**config.mk**
```make
export PLATFORM = sky130hd
export DESIGN_NAME = ddo_selector
export DESIGN_NICKNAME = d
export VERILOG_FILES = /design/src/ddo_pkg.sv /design/src/ddo_delay_if.sv /design/src/ddo_delay_chan.sv /design/src/ddo_selector.sv
export VERILOG_INCLUDE_DIRS = /design/src
export SDC_FILE = /design/constraint.sdc
export NUM_CORES = 1
export LEC_CHECK = 0
export BUFFER_PORTS_ARGS = -buffer_cell sky130_fd_sc_hd__buf_4
export CAP_MARGIN = 20
export CORE_ASPECT_RATIO = 2
export CORE_MARGIN = 3
export CORE_UTILIZATION = 30
export CTS_CLUSTER_DIAMETER = 40
export DETAILED_ROUTE_END_ITERATION = 10
export PLACE_DENSITY = 0.54
export SYNTH_ARGS = -nofsm -noshare
export SYNTH_HDL_FRONTEND = slang
export SYNTH_SLANG_ARGS = --single-unit
export TNS_END_PERCENT = 50
```
**constraint.sdc**
```tcl
create_clock -name clock -period 2.7 [get_ports clock]
set_input_delay 0.54 -clock clock [delete_from_list [all_inputs] [get_ports clock]]
set_output_delay 0.54 -clock clock [all_outputs]
set_load 0.005 [all_outputs]
```
**src/ddo_regs.svh**
```systemverilog
// constants for the delayed digital output selector
// Notes on behaviour
// - result goes to the physical output terminal chosen by a routing setting
// - code 1 drives output while the drive is ready
// - code 2 drives output while the power stage modulates
// - code 3 shows a fault trip, code 4 shows no fault present
// - code 7 shows loss of the live-zero current reference
// - code 8 shows any warning, code 9 shows negative speed
// - code 11 shows speed at reference
// - code 10 shows fixed speed selected, code 12 shows limiter active
// - code 17 shows brake command, code 21 its inverse
// - code 18 shows terminal control place active
// - code 20 shows rotation direction mismatch
// - codes 5, 6, 22 show overtemp, external alarm, thermistor alarm
// - codes 24 to 26 pass fieldbus bits one to three
// - code 27 latches any warning until a reset command
// - code 28 or free selector follows one bit of a signal word
// - rising and falling edges delayed separately per output
// - per output inversion of the delayed signal
// - feedback mismatch raises a warning, after three seconds with the default delay
// - feedback warning waits for a programmable delay
`ifndef DDO_REGS_SVH
`define DDO_REGS_SVH
`define DDO_FN_READY 5'h01
`define DDO_FN_RUN 5'h02
`define DDO_FN_FAULT 5'h03
`define DDO_FN_NOFAULT 5'h04
`define DDO_FN_OVERTEMP 5'h05
`define DDO_FN_EXTALARM 5'h06
`define DDO_FN_REFLOSS 5'h07
`define DDO_FN_WARNING 5'h08
`define DDO_FN_REVERSE 5'h09
`define DDO_FN_FIXSPEED 5'h0A
`define DDO_FN_ATSPEED 5'h0B
`define DDO_FN_LIMITER 5'h0C
`define DDO_FN_BRAKE 5'h11
`define DDO_FN_TERMCTL 5'h12
`define DDO_FN_WRONGDIR 5'h14
`define DDO_FN_BRAKEINV 5'h15
`define DDO_FN_THERM 5'h16
`define DDO_FN_FB1 5'h18
`define DDO_FN_FB2 5'h19
`define DDO_FN_FB3 5'h1A
`define DDO_FN_LATCHWARN 5'h1B
`define DDO_FN_WORDBIT 5'h1C
`define DDO_FN_OFF 5'h00
// register offsets
`define DDO_REG_OUT1_FUNC 4'h0
`define DDO_REG_OUT2_FUNC 4'h1
`define DDO_REG_OUT1_RISE 4'h2
`define DDO_REG_OUT1_FALL 4'h3
`define DDO_REG_OUT2_RISE 4'h4
`define DDO_REG_OUT2_FALL 4'h5
`define DDO_REG_OUT1_FBDLY 4'h6
`define DDO_REG_OUT2_FBDLY 4'h7
`define DDO_REG_CTRL 4'h8
`define DDO_REG_SEL1 4'h9
`define DDO_REG_SEL2 4'hA
`define DDO_REG_STATUS 4'hB
// control register fields
`define DDO_CTL_FLIP1 0
`define DDO_CTL_FLIP2 1
`define DDO_CTL_FBEN1 2
`define DDO_CTL_FBEN2 3
`define DDO_CTL_ROUTE1_LSB 4
`define DDO_CTL_ROUTE2_LSB 8
`define DDO_CTL_FBSEL1_LSB 12
`define DDO_CTL_FBSEL2_LSB 16
// selector word fields: bit index low, word id above
`define DDO_SEL_BIT_LSB 0
`define DDO_SEL_ID_LSB 4
// default feedback delay: three seconds in ticks
`define DDO_FB_DEFAULT 32'h0000_0BB8
`endif

```
**src/ddo_pkg.sv**
```systemverilog
// types for the delayed digital output selector
package ddo_pkg;
  typedef enum logic [1:0] {
    DDO_IDLE = 2'b00,
    DDO_RISE_WAIT = 2'b01,
    DDO_HIGH = 2'b11,
    DDO_FALL_WAIT = 2'b10
  } ddo_state_e;
  typedef logic [15:0] ddo_count_t;
endpackage : ddo_pkg

```
**src/ddo_delay_if.sv**
```systemverilog
// control and result bundle between the top and one delay channel
`timescale 1ns/1ns
interface ddo_delay_if #(parameter int CW = 16);
  logic src;
  logic [CW-1:0] rise_delay;
  logic [CW-1:0] fall_delay;
  logic [CW-1:0] fb_delay;
  logic flip;
  logic fb_enable;
  logic fb_level;
  logic result;
  logic fb_warning;
  modport top (output src, rise_delay, fall_delay, fb_delay, flip, fb_enable, fb_level,
    input result, fb_warning);
  modport chan (input src, rise_delay, fall_delay, fb_delay, flip, fb_enable, fb_level,
    output result, fb_warning);
endinterface : ddo_delay_if

```
**src/ddo_delay_chan.sv**
```systemverilog
// one output channel: edge delays, inversion and feedback watch
`timescale 1ns/1ns
`include "ddo_regs.svh"
module ddo_delay_chan #(
  parameter int CW = 16
) (
  input wire logic clock,
  input wire logic rst,
  input wire logic tick,
  ddo_delay_if.chan ch
);
  ddo_pkg::ddo_state_e state_q;
  logic [CW-1:0] cnt_q;
  logic [CW-1:0] fb_cnt_q;
  logic delayed_q;
  logic result_q;
  logic warn_q;

  always_ff @(posedge clock) begin
    if (rst) begin
      state_q <= ddo_pkg::DDO_IDLE;
      cnt_q <= '0;
    end else begin
      case (state_q)
        ddo_pkg::DDO_IDLE: begin
          if (ch.src) begin
            state_q <= ddo_pkg::DDO_RISE_WAIT;
            cnt_q <= '0;
          end
        end
        ddo_pkg::DDO_RISE_WAIT: begin
          if (!ch.src) begin
            state_q <= ddo_pkg::DDO_IDLE;
          end else if (cnt_q >= ch.rise_delay) begin
            state_q <= ddo_pkg::DDO_HIGH;
          end else if (tick) begin
            cnt_q <= cnt_q + 1'b1;
          end
        end
        ddo_pkg::DDO_HIGH: begin
          if (!ch.src) begin
            state_q <= ddo_pkg::DDO_FALL_WAIT;
            cnt_q <= '0;
          end
        end
        default: begin
          if (ch.src) begin
            state_q <= ddo_pkg::DDO_HIGH;
          end else if (cnt_q >= ch.fall_delay) begin
            state_q <= ddo_pkg::DDO_IDLE;
          end else if (tick) begin
            cnt_q <= cnt_q + 1'b1;
          end
        end
      endcase
    end
  end

  always_ff @(posedge clock) begin
    if (rst) begin
      delayed_q <= 1'b0;
    end else begin
      delayed_q <= (state_q == ddo_pkg::DDO_HIGH) || (state_q == ddo_pkg::DDO_FALL_WAIT);
    end
  end

  always_ff @(posedge clock) begin
    if (rst) begin
      result_q <= 1'b0;
    end else begin
      result_q <= delayed_q ^ ch.flip;
    end
  end

  // mismatch timer; a match or disabled watch restarts it
  always_ff @(posedge clock) begin
    if (rst) begin
      fb_cnt_q <= '0;
      warn_q <= 1'b0;
    end else if (!ch.fb_enable || (ch.fb_level == result_q)) begin
      fb_cnt_q <= '0;
      warn_q <= 1'b0;
    end else if (fb_cnt_q >= ch.fb_delay) begin
      warn_q <= 1'b1;
    end else if (tick) begin
      fb_cnt_q <= fb_cnt_q + 1'b1;
    end
  end

  assign ch.result = result_q;
  assign ch.fb_warning = warn_q;
endmodule : ddo_delay_chan

```
**src/ddo_selector.sv**
```systemverilog
// delayed digital output selector top: status routing, registers, two channels
`timescale 1ns/1ns
`include "ddo_regs.svh"
module ddo_selector #(
  parameter int TICK_DIV = 100000,
  parameter int NTERM = 8,
  parameter int NDIN = 8,
  parameter int NWORD = 16,
  parameter int CW = 16
) (
  input wire logic clock,
  input wire logic rst,
  input wire logic [3:0] reg_addr,
  input wire logic [31:0] reg_wdata,
  input wire logic reg_write,
  input wire logic reg_read,
  output logic [31:0] reg_rdata,
  input wire logic drive_ready,
  input wire logic drive_running,
  input wire logic fault_active,
  input wire logic warning_active,
  input wire logic drive_overtemp,
  input wire logic ext_alarm,
  input wire logic reference_loss,
  input wire logic speed_negative,
  input wire logic fixed_speed_selected,
  input wire logic at_speed,
  input wire logic limiter_active,
  input wire logic brake_command,
  input wire logic terminal_control_active,
  input wire logic direction_mismatch,
  input wire logic thermistor_alarm,
  input wire logic [2:0] fieldbus_bits,
  input wire logic reset_command,
  input wire logic [NWORD*16-1:0] signal_words,
  input wire logic [NDIN-1:0] digital_inputs,
  output logic [NTERM-1:0] terminal_out,
  output logic out1_feedback_warning,
  output logic out2_feedback_warning
);
  localparam int DIVW = $clog2(TICK_DIV);
  localparam logic [DIVW-1:0] DIV_LAST = DIVW'(TICK_DIV - 1);

  logic [DIVW-1:0] div_q;
  logic tick_q;
  logic [4:0] out1_function_select_q;
  logic [4:0] out2_function_select_q;
  logic [CW-1:0] out1_rise_delay_q;
  logic [CW-1:0] out1_fall_delay_q;
  logic [CW-1:0] out2_rise_delay_q;
  logic [CW-1:0] out2_fall_delay_q;
  logic [CW-1:0] out1_fb_delay_q;
  logic [CW-1:0] out2_fb_delay_q;
  logic [19:0] ctrl_q;
  logic [15:0] free_bit_selector1_q;
  logic [15:0] free_bit_selector2_q;
  logic [31:0] rdata_q;
  logic latched_warning_q;
  logic [NDIN-1:0] din_meta_q;
  logic [NDIN-1:0] din_sync_q;
  logic [1:0] src_q;
  logic [NTERM-1:0] term_q;
  logic [1:0] fbw_q;
  logic [1:0] chan_result;
  logic [1:0] chan_warn;

  ddo_delay_if #(.CW(CW)) dif1 ();
  ddo_delay_if #(.CW(CW)) dif2 ();

  // control tick for all delay counts
  always_ff @(posedge clock) begin
    if (rst) begin
      div_q <= '0;
      tick_q <= 1'b0;
    end else if (div_q == DIV_LAST) begin
      div_q <= '0;
      tick_q <= 1'b1;
    end else begin
      div_q <= div_q + 1'b1;
      tick_q <= 1'b0;
    end
  end

  always_ff @(posedge clock) begin
    if (rst) begin
      out1_function_select_q <= `DDO_FN_OFF;
      out2_function_select_q <= `DDO_FN_OFF;
      out1_rise_delay_q <= '0;
      out1_fall_delay_q <= '0;
      out2_rise_delay_q <= '0;
      out2_fall_delay_q <= '0;
      out1_fb_delay_q <= CW'(`DDO_FB_DEFAULT);
      out2_fb_delay_q <= CW'(`DDO_FB_DEFAULT);
      ctrl_q <= '0;
      free_bit_selector1_q <= '0;
      free_bit_selector2_q <= '0;
    end else if (reg_write) begin
      if (reg_addr == `DDO_REG_OUT1_FUNC) begin
        out1_function_select_q <= reg_wdata[4:0];
      end else if (reg_addr == `DDO_REG_OUT2_FUNC) begin
        out2_function_select_q <= reg_wdata[4:0];
      end else if (reg_addr == `DDO_REG_OUT1_RISE) begin
        out1_rise_delay_q <= reg_wdata[CW-1:0];
      end else if (reg_addr == `DDO_REG_OUT1_FALL) begin
        out1_fall_delay_q <= reg_wdata[CW-1:0];
      end else if (reg_addr == `DDO_REG_OUT2_RISE) begin
        out2_rise_delay_q <= reg_wdata[CW-1:0];
      end else if (reg_addr == `DDO_REG_OUT2_FALL) begin
        out2_fall_delay_q <= reg_wdata[CW-1:0];
      end else if (reg_addr == `DDO_REG_OUT1_FBDLY) begin
        out1_fb_delay_q <= reg_wdata[CW-1:0];
      end else if (reg_addr == `DDO_REG_OUT2_FBDLY) begin
        out2_fb_delay_q <= reg_wdata[CW-1:0];
      end else if (reg_addr == `DDO_REG_CTRL) begin
        ctrl_q <= reg_wdata[19:0];
      end else if (reg_addr == `DDO_REG_SEL1) begin
        free_bit_selector1_q <= reg_wdata[15:0];
      end else if (reg_addr == `DDO_REG_SEL2) begin
        free_bit_selector2_q <= reg_wdata[15:0];
      end
    end
  end

  always_ff @(posedge clock) begin
    if (rst) begin
      rdata_q <= '0;
    end else if (reg_read) begin
      if (reg_addr == `DDO_REG_OUT1_FUNC) begin
        rdata_q <= {27'h0, out1_function_select_q};
      end else if (reg_addr == `DDO_REG_OUT2_FUNC) begin
        rdata_q <= {27'h0, out2_function_select_q};
      end else if (reg_addr == `DDO_REG_OUT1_RISE) begin
        rdata_q <= 32'(out1_rise_delay_q);
      end else if (reg_addr == `DDO_REG_OUT1_FALL) begin
        rdata_q <= 32'(out1_fall_delay_q);
      end else if (reg_addr == `DDO_REG_OUT2_RISE) begin
        rdata_q <= 32'(out2_rise_delay_q);
      end else if (reg_addr == `DDO_REG_OUT2_FALL) begin
        rdata_q <= 32'(out2_fall_delay_q);
      end else if (reg_addr == `DDO_REG_OUT1_FBDLY) begin
        rdata_q <= 32'(out1_fb_delay_q);
      end else if (reg_addr == `DDO_REG_OUT2_FBDLY) begin
        rdata_q <= 32'(out2_fb_delay_q);
      end else if (reg_addr == `DDO_REG_CTRL) begin
        rdata_q <= {12'h0, ctrl_q};
      end else if (reg_addr == `DDO_REG_SEL1) begin
        rdata_q <= {16'h0, free_bit_selector1_q};
      end else if (reg_addr == `DDO_REG_SEL2) begin
        rdata_q <= {16'h0, free_bit_selector2_q};
      end else if (reg_addr == `DDO_REG_STATUS) begin
        rdata_q <= {27'h0, latched_warning_q, chan_warn, chan_result};
      end else begin
        rdata_q <= '0;
      end
    end else begin
      rdata_q <= '0;
    end
  end

  // set wins over the reset command so a fresh warning is never lost
  always_ff @(posedge clock) begin
    if (rst) begin
      latched_warning_q <= 1'b0;
    end else if (warning_active) begin
      latched_warning_q <= 1'b1;
    end else if (reset_command) begin
      latched_warning_q <= 1'b0;
    end
  end

  // feedback inputs come from pins
  always_ff @(posedge clock) begin
    if (rst) begin
      din_meta_q <= '0;
      din_sync_q <= '0;
    end else begin
      din_meta_q <= digital_inputs;
      din_sync_q <= din_meta_q;
    end
  end

  function automatic logic word_bit_source(input logic [15:0] sel,
                                           input logic [NWORD*16-1:0] words);
    logic [11:0] id;
    logic [3:0] bi;
    id = sel[15:`DDO_SEL_ID_LSB];
    bi = sel[`DDO_SEL_ID_LSB-1:`DDO_SEL_BIT_LSB];
    if (32'(id) < NWORD) begin
      word_bit_source = words[32'(id) * 16 + 32'(bi)];
    end else begin
      word_bit_source = 1'b0;
    end
  endfunction : word_bit_source

  function automatic logic pick(input logic [4:0] fn, input logic [15:0] sel);
    case (fn)
      `DDO_FN_READY: pick = drive_ready;
      `DDO_FN_RUN: pick = drive_running;
      `DDO_FN_FAULT: pick = fault_active;
      `DDO_FN_NOFAULT: pick = !fault_active;
      `DDO_FN_OVERTEMP: pick = drive_overtemp;
      `DDO_FN_EXTALARM: pick = ext_alarm;
      `DDO_FN_REFLOSS: pick = reference_loss;
      `DDO_FN_WARNING: pick = warning_active;
      `DDO_FN_REVERSE: pick = speed_negative;
      `DDO_FN_FIXSPEED: pick = fixed_speed_selected;
      `DDO_FN_ATSPEED: pick = at_speed;
      `DDO_FN_LIMITER: pick = limiter_active;
      `DDO_FN_BRAKE: pick = brake_command;
      `DDO_FN_TERMCTL: pick = terminal_control_active;
      `DDO_FN_WRONGDIR: pick = direction_mismatch;
      `DDO_FN_BRAKEINV: pick = !brake_command;
      `DDO_FN_THERM: pick = thermistor_alarm;
      `DDO_FN_FB1: pick = fieldbus_bits[0];
      `DDO_FN_FB2: pick = fieldbus_bits[1];
      `DDO_FN_FB3: pick = fieldbus_bits[2];
      `DDO_FN_LATCHWARN: pick = latched_warning_q;
      `DDO_FN_WORDBIT: pick = word_bit_source(sel, signal_words);
      default: pick = 1'b0;
    endcase
  endfunction : pick

  // registered source keeps the selection mux off the counter paths
  always_ff @(posedge clock) begin
    if (rst) begin
      src_q <= '0;
    end else begin
      src_q[0] <= pick(out1_function_select_q, free_bit_selector1_q);
      src_q[1] <= pick(out2_function_select_q, free_bit_selector2_q);
    end
  end

  assign dif1.src = src_q[0];
  assign dif1.rise_delay = out1_rise_delay_q;
  assign dif1.fall_delay = out1_fall_delay_q;
  assign dif1.fb_delay = out1_fb_delay_q;
  assign dif1.flip = ctrl_q[`DDO_CTL_FLIP1];
  assign dif1.fb_enable = ctrl_q[`DDO_CTL_FBEN1];
  assign dif1.fb_level = din_sync_q[ctrl_q[`DDO_CTL_FBSEL1_LSB +: 4] % NDIN];
  assign dif2.src = src_q[1];
  assign dif2.rise_delay = out2_rise_delay_q;
  assign dif2.fall_delay = out2_fall_delay_q;
  assign dif2.fb_delay = out2_fb_delay_q;
  assign dif2.flip = ctrl_q[`DDO_CTL_FLIP2];
  assign dif2.fb_enable = ctrl_q[`DDO_CTL_FBEN2];
  assign dif2.fb_level = din_sync_q[ctrl_q[`DDO_CTL_FBSEL2_LSB +: 4] % NDIN];
  assign chan_result = {dif2.result, dif1.result};
  assign chan_warn = {dif2.fb_warning, dif1.fb_warning};

  ddo_delay_chan #(.CW(CW)) u_chan1 (
    .clock(clock),
    .rst(rst),
    .tick(tick_q),
    .ch(dif1)
  );

  ddo_delay_chan #(.CW(CW)) u_chan2 (
    .clock(clock),
    .rst(rst),
    .tick(tick_q),
    .ch(dif2)
  );

  // both outputs routed to one terminal are ored together
  genvar t;
  generate
    for (t = 0; t < NTERM; t++) begin : g_term
      always_ff @(posedge clock) begin
        if (rst) begin
          term_q[t] <= 1'b0;
        end else begin
          term_q[t] <= (chan_result[0] && (32'(ctrl_q[`DDO_CTL_ROUTE1_LSB +: 4]) == t + 1))
                    || (chan_result[1] && (32'(ctrl_q[`DDO_CTL_ROUTE2_LSB +: 4]) == t + 1));
        end
      end
    end
  endgenerate

  always_ff @(posedge clock) begin
    if (rst) begin
      fbw_q <= '0;
    end else begin
      fbw_q <= chan_warn;
    end
  end

  assign reg_rdata = rdata_q;
  assign terminal_out = term_q;
  assign out1_feedback_warning = fbw_q[0];
  assign out2_feedback_warning = fbw_q[1];
endmodule : ddo_selector

```
==> key figures, run 1 <==
Setup path
  – WP data arrival: 3.22 ns
  – Type of origin of the critical path: register
  – Worst Setup End Kind: register
  – Critical Path RT: 3.16 ns
  – Critical path endpoint: u_chan1.cnt_q[6]$_SDFFE_PP0P_
  – Crit path launch: dif1.rise_delay[2]$_SDFFE_PP0P_
  – Crit Reg-Reg Endpoint: u_chan1.cnt_q[6]$_SDFFE_PP0P_
  – Critical path class: reg -> reg
  – Max FO, Critical Path: 4
  – Depth of the most critical reg-to-reg path: 11
  – R2r startpoint: dif1.rise_delay[2]$_SDFFE_PP0P_
  – Worst R2R Setup Slack: -0.06 ns

Synth
  – Area leader, netlist: dfxtp_1
  – Post-synthesis register bit count: 299
  – Post-synth top area share: 30.3%
  – Post-synth top flop: dfxtp_1
  – EDFF count, synth: 0
  – Mapped Cells: 2,236
  – Post-Synthesis Mean Instance Area: 8.84 sq um
  – Syn Std Cell Area: 19,800 sq um
  – Async SR Flop Fraction: 0%
  – Largest cells by area after synthesis: dfxtp_1, mux4_2, nand2_1, ha_1, a21oi_1
  – Cell variety after synth: 77
  – Synth Warn #: 0
  – Post-synthesis sequential area ratio: 30.3%

Timing
  – Worst-Margin Slew: 0.923 ns
  – Min cycle time layout: 2.76 ns
  – Setup Skew: 0.0286 ns
  – RSZ-0062 raised after global routing: yes
  – Finish-stage setup viols: 2
  – Max-slew violations: 0
  – FMAX: 0.363 GHz
  – Period utilization: 102%
  – Final hold vios: 0
  – Max transition margin: 38.3%
  – Setup ws final: -0.0573 ns

Clock network
  – Total CTS buffers: 37
  – Worst-Skew Late Latency: 0.56 ns
  – Htree depth: 2
  – Longest Clk Path Bufs: 3
  – Hold-fix buffers, CTS: 0
  – Clock transition at path regs: 0.07 ns
  – Clock sink count: 299
  – CTS tree: yes
  – CTS root buf: clkbuf_16

GRT
  – Vias in the first global route: 21,000
  – Largest net degree at the start of global routing: 143
  – Gr ovfl total: 0
  – Initial antenna violation count: 0
  – Global-route wire length before repair: 128,000 um
  – Tot GR Track Use: 24.6%

Final layout
  – N_diodes: 0
  – Commonest cells after routing, fill and taps aside: buf_4, nand2_1, dfxtp_1
  – Most common cell after layout, fill and taps aside: buf_4
  – Final Instance Area: 26,400 sq um
  – Share of cells above drive strength 1: 32.2%
  – NumNets Final: 3,143
  – Synth-to-layout area growth: 33.7%

Placed design
  – Dpl ws: -0.429 ns
  – Area after DPL: 24,600 sq um
  – Final GP Congestion: 0.968
  – Dpl hpwl: 71,400 um
  – PortBufs: 340

Power
  – Tot Pwr: 11.3 mW
  – Power per standard cell area: 427 nW/um^2
  – Max VDD drop: 0.325 mV
  – LEAKAGE: 9.98 nW

Worst hold path
  – Min-Delay Path Class: in -> reg

Floorplanning
  – DIE AREA: 69,200 sq um
  – Width of the die: 187 um
  – CORE AREA: 65,100 sq um
  – Die height: 369 um
  – Site Rows: 132
  – Num ports: 365
  – Initial core utilization: 30.4%

Job
  – Max Cap Viol: 0

Route
  – WL met2: 46,600 um
  – DR iter-0 viols: 1,267
  – Avg WL per Cell: 24.5 um
  – Max Used Layer: met4
  – Met3 wire len: 4880 um
  – Met1 WL: 26,700 um
  – DRC Markers: 0
  – Routed vias: 20,000
  – Detailed Routing Iterations Pass 1: 7
  – Vias per inst: 5.55
  – Final WL: 88,400 um
  – Antenna viol nets, final: 0

Status
  – Outcome: complete, but fails checks
  – Failing checks: negative setup slack
==> cell usage after synthesis (all sizes together) (15+ instances only) <==
cell	instances
nand3	43
nor2	110
mux4	145
mux2	15
nand2	368
o211ai	24
clkbuf	114
a21oi	240
dfxtp	299
a221oi	32
nor2b	41
a31oi	25
xnor2	28
ha	109
o21ai	76
a21o	29
nor3	24
mux2i	42
or4	18
inv	124
or3	19
a22oi	25
buf	49
and3	22
nand4	27
==> worst min path at each step <==
stage	depth (start not counted)	end	from	slack, ns
CTS	2	din_meta_q[5]$_SDFF_PP0_	digital_inputs[5]	0.17
detailed placement	1	din_sync_q[1]$_SDFF_PP0_	din_meta_q[1]$_SDFF_PP0_	0.43
finish	2	din_meta_q[5]$_SDFF_PP0_	digital_inputs[5]	0.19
global route	2	din_meta_q[5]$_SDFF_PP0_	digital_inputs[5]	0.19
global placement	1	div_q[0]$_SDFF_PP0_	div_q[0]$_SDFF_PP0_	0.42
floorplan	1	div_q[0]$_SDFF_PP0_	div_q[0]$_SDFF_PP0_	0.41
==> metal layers <==
layer	up-vias	GRT usage (%)
li1	9165	-
met1	9614	20.9
met2	927	47.0
met3	319	3.96
met4	0	23.7
met5	-	0
==> flip-flops by register name, indices dropped and copies added (netlist names), 16 cells and up <==
| register | cells |
|---|---|
| div_q | 17 |
| dif1.rise_delay | 16 |
| u_chan2.cnt_q | 16 |
| u_chan2.fb_cnt_q | 16 |
| u_chan1.fb_cnt_q | 16 |
| dif2.fb_delay | 16 |
| reg_rdata | 20 |
| free_bit_selector1_q | 16 |
| dif1.fb_delay | 16 |
| free_bit_selector2_q | 16 |
| dif2.rise_delay | 16 |
| dif1.fall_delay | 16 |
| u_chan1.cnt_q | 16 |
| dif2.fall_delay | 16 |
| ctrl_q | 20 |
==> per-stage QoR <==
step / TNS [ns] / hold WS [ns] / std cells / utilization [%]
6_report: -0.0649 / 0.195 / 3611 / 40.6
5_1_grt: -0.741 / 0.186 / 3611 / 40.6
4_1_cts: -0.173 / 0.167 / 3594 / 40.1
3_5_place_dp: -2.94 / 0.425 / 3522 / 37.8
3_3_place_gp: -2.33 / 0.425 / 3522 / 37.8
2_1_floorplan: 0 / 0.413 / 2247 / -
==> worst max-delay path, cell delays in order, from the launching register on <==
cell,delay [ns]
dfxtp_2,0.33
inv_2,0.05
ha_4,0.15
or4_4,0.53
a21oi_4,0.16
o41ai_4,0.11
o211ai_2,0.21
o211ai_4,0.15
a21o_4,0.23
buf_6,0.11
or4_1,0.49
a21oi_1,0.13
==> logic make-up (layout without fill, tap and decap cells) <==
| logic type | count (synthesis) | in the layout | synth area share [%] |
|---|---|---|---|
| AO/OA/AOI/OAI | 557 | 558 | 17.9 |
| XOR/XNOR | 32 | 32 | 1.42 |
| adder cells (fa/ha/maj) | 109 | 109 | 6.90 |
| buffers and inverters | 288 | 780 | 6.25 |
| flip-flops | 299 | 299 | 30.3 |
| multiplexers | 202 | 202 | 19.5 |
| other | 1 | 12 | 0.0190 |
| AND/OR/NAND/NOR | 748 | 748 | 17.7 |
==> final cells by class <==
cell class                 instances  area [sq um]
inverter                         125           469
tap                              871          1090
multi-input combinational       1661         12900
fill                            6603         38700
sequential                       299          6010
clock buffer                      49          1090
timing repair buffer             587          4630
clock inverter                    19           216
==> report_power, final <==
group	switching [mW]	total, mW	internal, mW	leakage [nW]
logic	0.721	1.44	0.723	6.92
clock network	2.28	5.33	3.05	0.637
registers	0.0506	4.51	4.46	2.42
==> repair_timing <==
action,in CTS,in global routing
endpoints found under the setup margin,34,50
cloned,0,2
pin swaps,9,26
buffers inserted,4,16
resized for setup,31,47
Note: power is estimated with default switching activity, not from simulation.
==> inputs of run 2 (changes only) <==
==> constraint.sdc (replaced) <==
create_clock -name clock -period 2.7 [get_ports clock]
set_input_delay 0.27 -clock clock [delete_from_list [all_inputs] [get_ports clock]]
set_output_delay 0.27 -clock clock [all_outputs]
set_load 0.005 [all_outputs]
==> key figures, run 2 (synthesized netlist as in run 1, its figures left out) <==
Status
  – Outcome: completed

Final layout
  – Share of cells above drive strength 1: 31.7%
  – Synth-to-layout area growth: 33.4%
  – Layout Utilization: 40.5%
  – Area of the multi-input gates: 12,900 sq um
  – Commonest cells after routing, fill and taps aside: buf_4, nand2_1, dfxtp_1
  – FF/Latch Area: 6010 sq um
  – FILL cells: 6,564
  – NumNets Final: 3,132
  – Most common cell after layout, fill and taps aside: buf_4
  – N_diodes: 0

Timing
  – Setup TNS: 0 ns
  – Final hold vios: 0
  – RSZ-0062 raised after global routing: yes
  – Period utilization: 98.9%
  – Min cycle time layout: 2.67 ns
  – FMAX: 0.375 GHz
  – Setup Skew: 0.0169 ns
  – Finish-stage setup viols: 0
  – Max-slew violations: 0
  – Max transition margin: 31.6%
  – Worst-Margin Slew: 1.03 ns

Route
  – DRC Markers: 0
  – Final WL: 88,600 um
  – Routed vias: 20,100
  – DR iter-0 viols: 1,264
  – Detailed Routing Iterations Pass 1: 6
  – Vias per inst: 5.60
  – Antenna viol nets, final: 0
  – Avg WL per Cell: 24.6 um

Clock network
  – CTS root buf: clkbuf_16
  – CTS tree: yes
  – Htree depth: 2
  – Longest Clk Path Bufs: 3
  – Worst-Skew Late Latency: 0.55 ns
  – Clock transition at path regs: 0.07 ns
  – Total CTS buffers: 36
  – Clock sink count: 299

Setup path
  – CP delay by family, top: multiplexers
  – Slowest Stage Delay on Critical Path: 0.49 ns
  – Max FO, Critical Path: 8
  – Worst Setup End Kind: register
  – CP max stage cell: mux4_2
  – Worst R2R Setup Slack: 0.03 ns
  – Critical path class: reg -> reg
  – WP buf/inv: 2
  – Most used cell, CP: mux4_2
  – Type of origin of the critical path: register
  – Critical Path RT: 3.12 ns
  – Critical path, cell by cell: buf_4 > buf_16 > mux4_2 > mux4_2 > mux2_2 > o21ai_0 > a221o_1 > o211ai_1
  – WP data arrival: 3.09 ns

Power
  – Max VDD drop: 0.304 mV
  – Power per standard cell area: 421 nW/um^2
  – LEAKAGE: 9.92 nW
  – Tot Pwr: 11.1 mW

Floorplanning
  – DIE AREA: 69,200 sq um
  – Num ports: 365
  – Initial core utilization: 30.4%
  – Width of the die: 187 um
  – Site Rows: 132
  – CORE AREA: 65,100 sq um
  – Die height: 369 um

Job
  – Max Cap Viol: 0

GRT
  – Initial antenna violation count: 0
  – Vias in the first global route: 21,000
  – Tot GR Track Use: 24.6%
  – Gr ovfl total: 0
  – Global-route wire length before repair: 128,000 um
  – Largest net degree at the start of global routing: 183

Worst hold path
  – Min-Delay Path Class: in -> reg

Placed design
  – Final GP Congestion: 0.995
  – Dpl hpwl: 70,500 um
  – PortBufs: 340
==> run 2: path summary, 6_finish.rpt <==
kind	cells past startpoint	startpoint	endpoint
hold reg to reg	1	div_q[0]$_SDFF_PP0_	div_q[0]$_SDFF_PP0_
setup reg to reg	8	free_bit_selector1_q[0]$_SDFFE_PP0P_	src_q[0]$_SDFF_PP0_
hold / removal	4	reset_command	latched_warning_q$_SDFFE_PP0P_
setup / recovery	8	free_bit_selector1_q[0]$_SDFFE_PP0P_	src_q[0]$_SDFF_PP0_
==> run 2: power breakdown <==
| part | total [mW] | switching, mW | internal, mW |
|---|---|---|---|
| Sequential | 4.51 | 0.0527 | 4.46 |
| Combinational | 1.46 | 0.731 | 0.732 |
| Clock | 5.12 | 2.22 | 2.90 |
==> run 2: per-stage QoR <==
stage                     cells  worst slack (ns)  instance area (sq um)  hold slack [ns]
after floorplan            2247             0.105                  19800            0.387
after global placement     3502            -0.106                  24400            0.424
after detailed placement   3502            -0.170                  24400            0.434
after CTS                  3586          -0.00359                  26000           0.0330
after global routing       3597           -0.0405                  26400           0.0749
final                      3597            0.0309                  26400           0.0531
==> run 2: metal layers <==
metal	GRT usage [%]	wire length, um
met3	4.16	5300
met4	24.4	10600
met2	45.9	46100
met1	21.5	26600
met5	0	0
==> run 2: tightest hold or removal path: cells and delay by family <==
kind | cells | cell delay [ns]
AO/OA/AOI/OAI | 1 | 0.06
buffers and inverters | 2 | 0.16
AND/OR/NAND/NOR | 1 | 0.07
==> run 2: repair_timing <==
item	4_1_cts	5_1_grt
hold buffers	14	0
buffers inserted	4	10
pin swaps	12	31
gates resized for setup	27	62
setup endpoints to repair	25	50
hold endpoints to repair	20	0
cloned	2	2
==> run 2: area by class of cell <==
cell class,instances,share of cell area [%]
repair buffers,577,17.6
clock inverters,17,0.826
multi-input cells,1661,49.1
well taps,871,4.13
inverters,125,1.78
clock buffers,47,3.81
flip-flops and latches,299,22.8
==> inputs of run 3 (changes only) <==
--- a/config.mk
+++ b/config.mk
@@ -14,6 +14,7 @@
 export CTS_CLUSTER_DIAMETER = 40
 export DETAILED_ROUTE_END_ITERATION = 10
 export PLACE_DENSITY = 0.54
+export SETUP_SLACK_MARGIN = 0.5
 export SYNTH_ARGS = -nofsm -noshare
 export SYNTH_HDL_FRONTEND = slang
 export SYNTH_SLANG_ARGS = --single-unit
==> key figures, run 3 (synthesized netlist as in run 1, its figures left out) <==
Setup path
  – Type of origin of the critical path: register
  – Max FO, Critical Path: 8
  – Worst Setup End Kind: register
  – WP buf/inv: 2
  – Critical Path RT: 3.19 ns
  – WP data arrival: 3.18 ns
  – Critical path, cell by cell: inv_2 > ha_2 > or4_4 > a21oi_4 > o41ai_4 > o211ai_2 > o211ai_4 > buf_6 > a21o_4 > or4_4 > a21oi_2
  – CP delay by family, top: simple AND/OR/NAND/NOR gates
  – Most used cell, CP: or4_4
  – Critical path class: reg -> reg
  – Slowest Stage Delay on Critical Path: 0.49 ns
  – CP max stage cell: or4_4

Route
  – Antenna viol nets, final: 0
  – DRC Markers: 0
  – DR iter-0 viols: 1,260
  – Detailed Routing Iterations Pass 1: 5
  – Routed vias: 20,100
  – Avg WL per Cell: 25.1 um
  – Vias per inst: 5.58
  – Final WL: 90,200 um

Status
  – Outcome: completed

Power
  – LEAKAGE: 10.2 nW
  – Power per standard cell area: 403 nW/um^2
  – Max VDD drop: 0.486 mV

Final layout
  – Most common cell after layout, fill and taps aside: buf_4
  – Share of cells above drive strength 1: 38.2%
  – Final Instance Area: 27,400 sq um
  – NumNets Final: 3,127
  – Finished Layout Cells: 3,594
  – Commonest cells after routing, fill and taps aside: buf_4, nand2_1, dfxtp_1
  – Synth-to-layout area growth: 38.5%

Clock network
  – Worst-Skew Late Latency: 0.56 ns
  – Htree depth: 2
  – CTS tree: yes
  – CTS root buf: clkbuf_16
  – Clock transition at path regs: 0.07 ns
  – Clock sink count: 299
  – Total CTS buffers: 35
  – Longest Clk Path Bufs: 3

Placed design
  – Area after DPL: 24,300 sq um
  – Placed Cells: 3,476
  – Dpl hpwl: 72,200 um
  – PortBufs: 340
  – Final GP Congestion: 0.997

Floorplanning
  – Initial core utilization: 30.4%
  – DIE AREA: 69,200 sq um
  – Site Rows: 132
  – CORE AREA: 65,100 sq um
  – Die height: 369 um
  – Num ports: 365
  – Width of the die: 187 um

Timing
  – Worst-Margin Slew: 0.794 ns
  – Setup TNS: 0 ns
  – RSZ-0062 raised after global routing: yes
  – Max transition margin: 46.7%
  – Max-slew violations: 0
  – FMAX: 0.372 GHz
  – Final hold vios: 0
  – Period utilization: 99.6%
  – Min cycle time layout: 2.69 ns
  – Finish-stage setup viols: 0
  – Setup Skew: 0.0346 ns

Worst hold path
  – Min-Delay Path Class: in -> reg

Job
  – Max Cap Viol: 0

GRT
  – Tot GR Track Use: 25.1%
  – Vias in the first global route: 21,100
  – Initial antenna violation count: 3
  – Largest net degree at the start of global routing: 97
  – Gr ovfl total: 0
  – Global-route wire length before repair: 131,000 um
==> run 3: changes by cell type in the layout (fill, tap and decap cells not counted), moves of 10 or more <==
cell / before / now
a21oi_1: 233 / 205
a21oi_2: 6 / 31
buf_4: 539 / 510
buf_6: 8 / 36
dfxtp_1: 285 / 247
dfxtp_2: 10 / 44
nor2_1: 108 / 98
o21ai_0: 56 / 42
o21ai_2: 2 / 12
==> run 3: final cells by class <==
type,count,area [sq um]
Antenna cell,1,2.50
Clock buffer,45,973
Clock inverter,19,230
Fill cell,6427,37700
Inverter,125,477
Multi-Input combinational cell,1661,13900
Sequential cell,299,6070
Tap cell,871,1090
Timing Repair Buffer,573,4620
==> run 3: repair_timing <==
item	4_1_cts	5_1_grt
cloned	3	1
hold endpoints to repair	13	0
setup endpoints to repair	71	76
gates resized for setup	118	210
pin swaps	62	141
buffers inserted	26	10
hold buffers	13	0
==> run 3: final timing paths <==
kind	start	endpoint	slack, ns	depth (start not counted)
max	dif1.rise_delay[2]$_SDFFE_PP0P_	u_chan1.cnt_q[6]$_SDFFE_PP0P_	0.01	11
min	reset_command	latched_warning_q$_SDFFE_PP0P_	0.02	4
max reg2reg	dif1.rise_delay[2]$_SDFFE_PP0P_	u_chan1.cnt_q[6]$_SDFFE_PP0P_	0.01	11
min reg2reg	din_meta_q[3]$_SDFF_PP0_	din_sync_q[3]$_SDFF_PP0_	0.44	1
==> run 3: worst min-delay path, cell delays in order <==
cell     delay, ns
buf_4         0.11
inv_1         0.05
a21oi_1       0.06
nor2_1        0.07
==> run 3: through the flow <==
| step | power, mW | util (%) | hold slack (ns) | worst slack, ns |
|---|---|---|---|---|
| after floorplan | 5.21 | - | 0.387 | 0.231 |
| after global placement | 5.99 | 37.4 | 0.425 | -0.113 |
| after detailed placement | 6.00 | 37.4 | 0.429 | -0.0762 |
| after CTS | 11.1 | 40.5 | 0.00625 | 0.00228 |
| after global routing | 11.4 | 42.1 | 0.0362 | -0.120 |
| final | 11.0 | 42.1 | 0.0230 | 0.0106 |
==> run 3: metal layers <==
metal | track usage (%) | routed length (um) | vias to the layer above | part of all wire [%]
li1 | - | - | 9128 | -
met1 | 22.3 | 28100 | 9772 | 31
met2 | 49.4 | 48900 | 877 | 54
met3 | 3.79 | 4620 | 273 | 5.1
met4 | 19.6 | 8640 | 4 | 9.6
met5 | 0 | 16 | - | 0.018
==> run 3: where the power goes <==
part	internal [mW]	switching, mW
Combinational	0.756	0.765
Clock	2.90	2.10
Sequential	4.46	0.0589
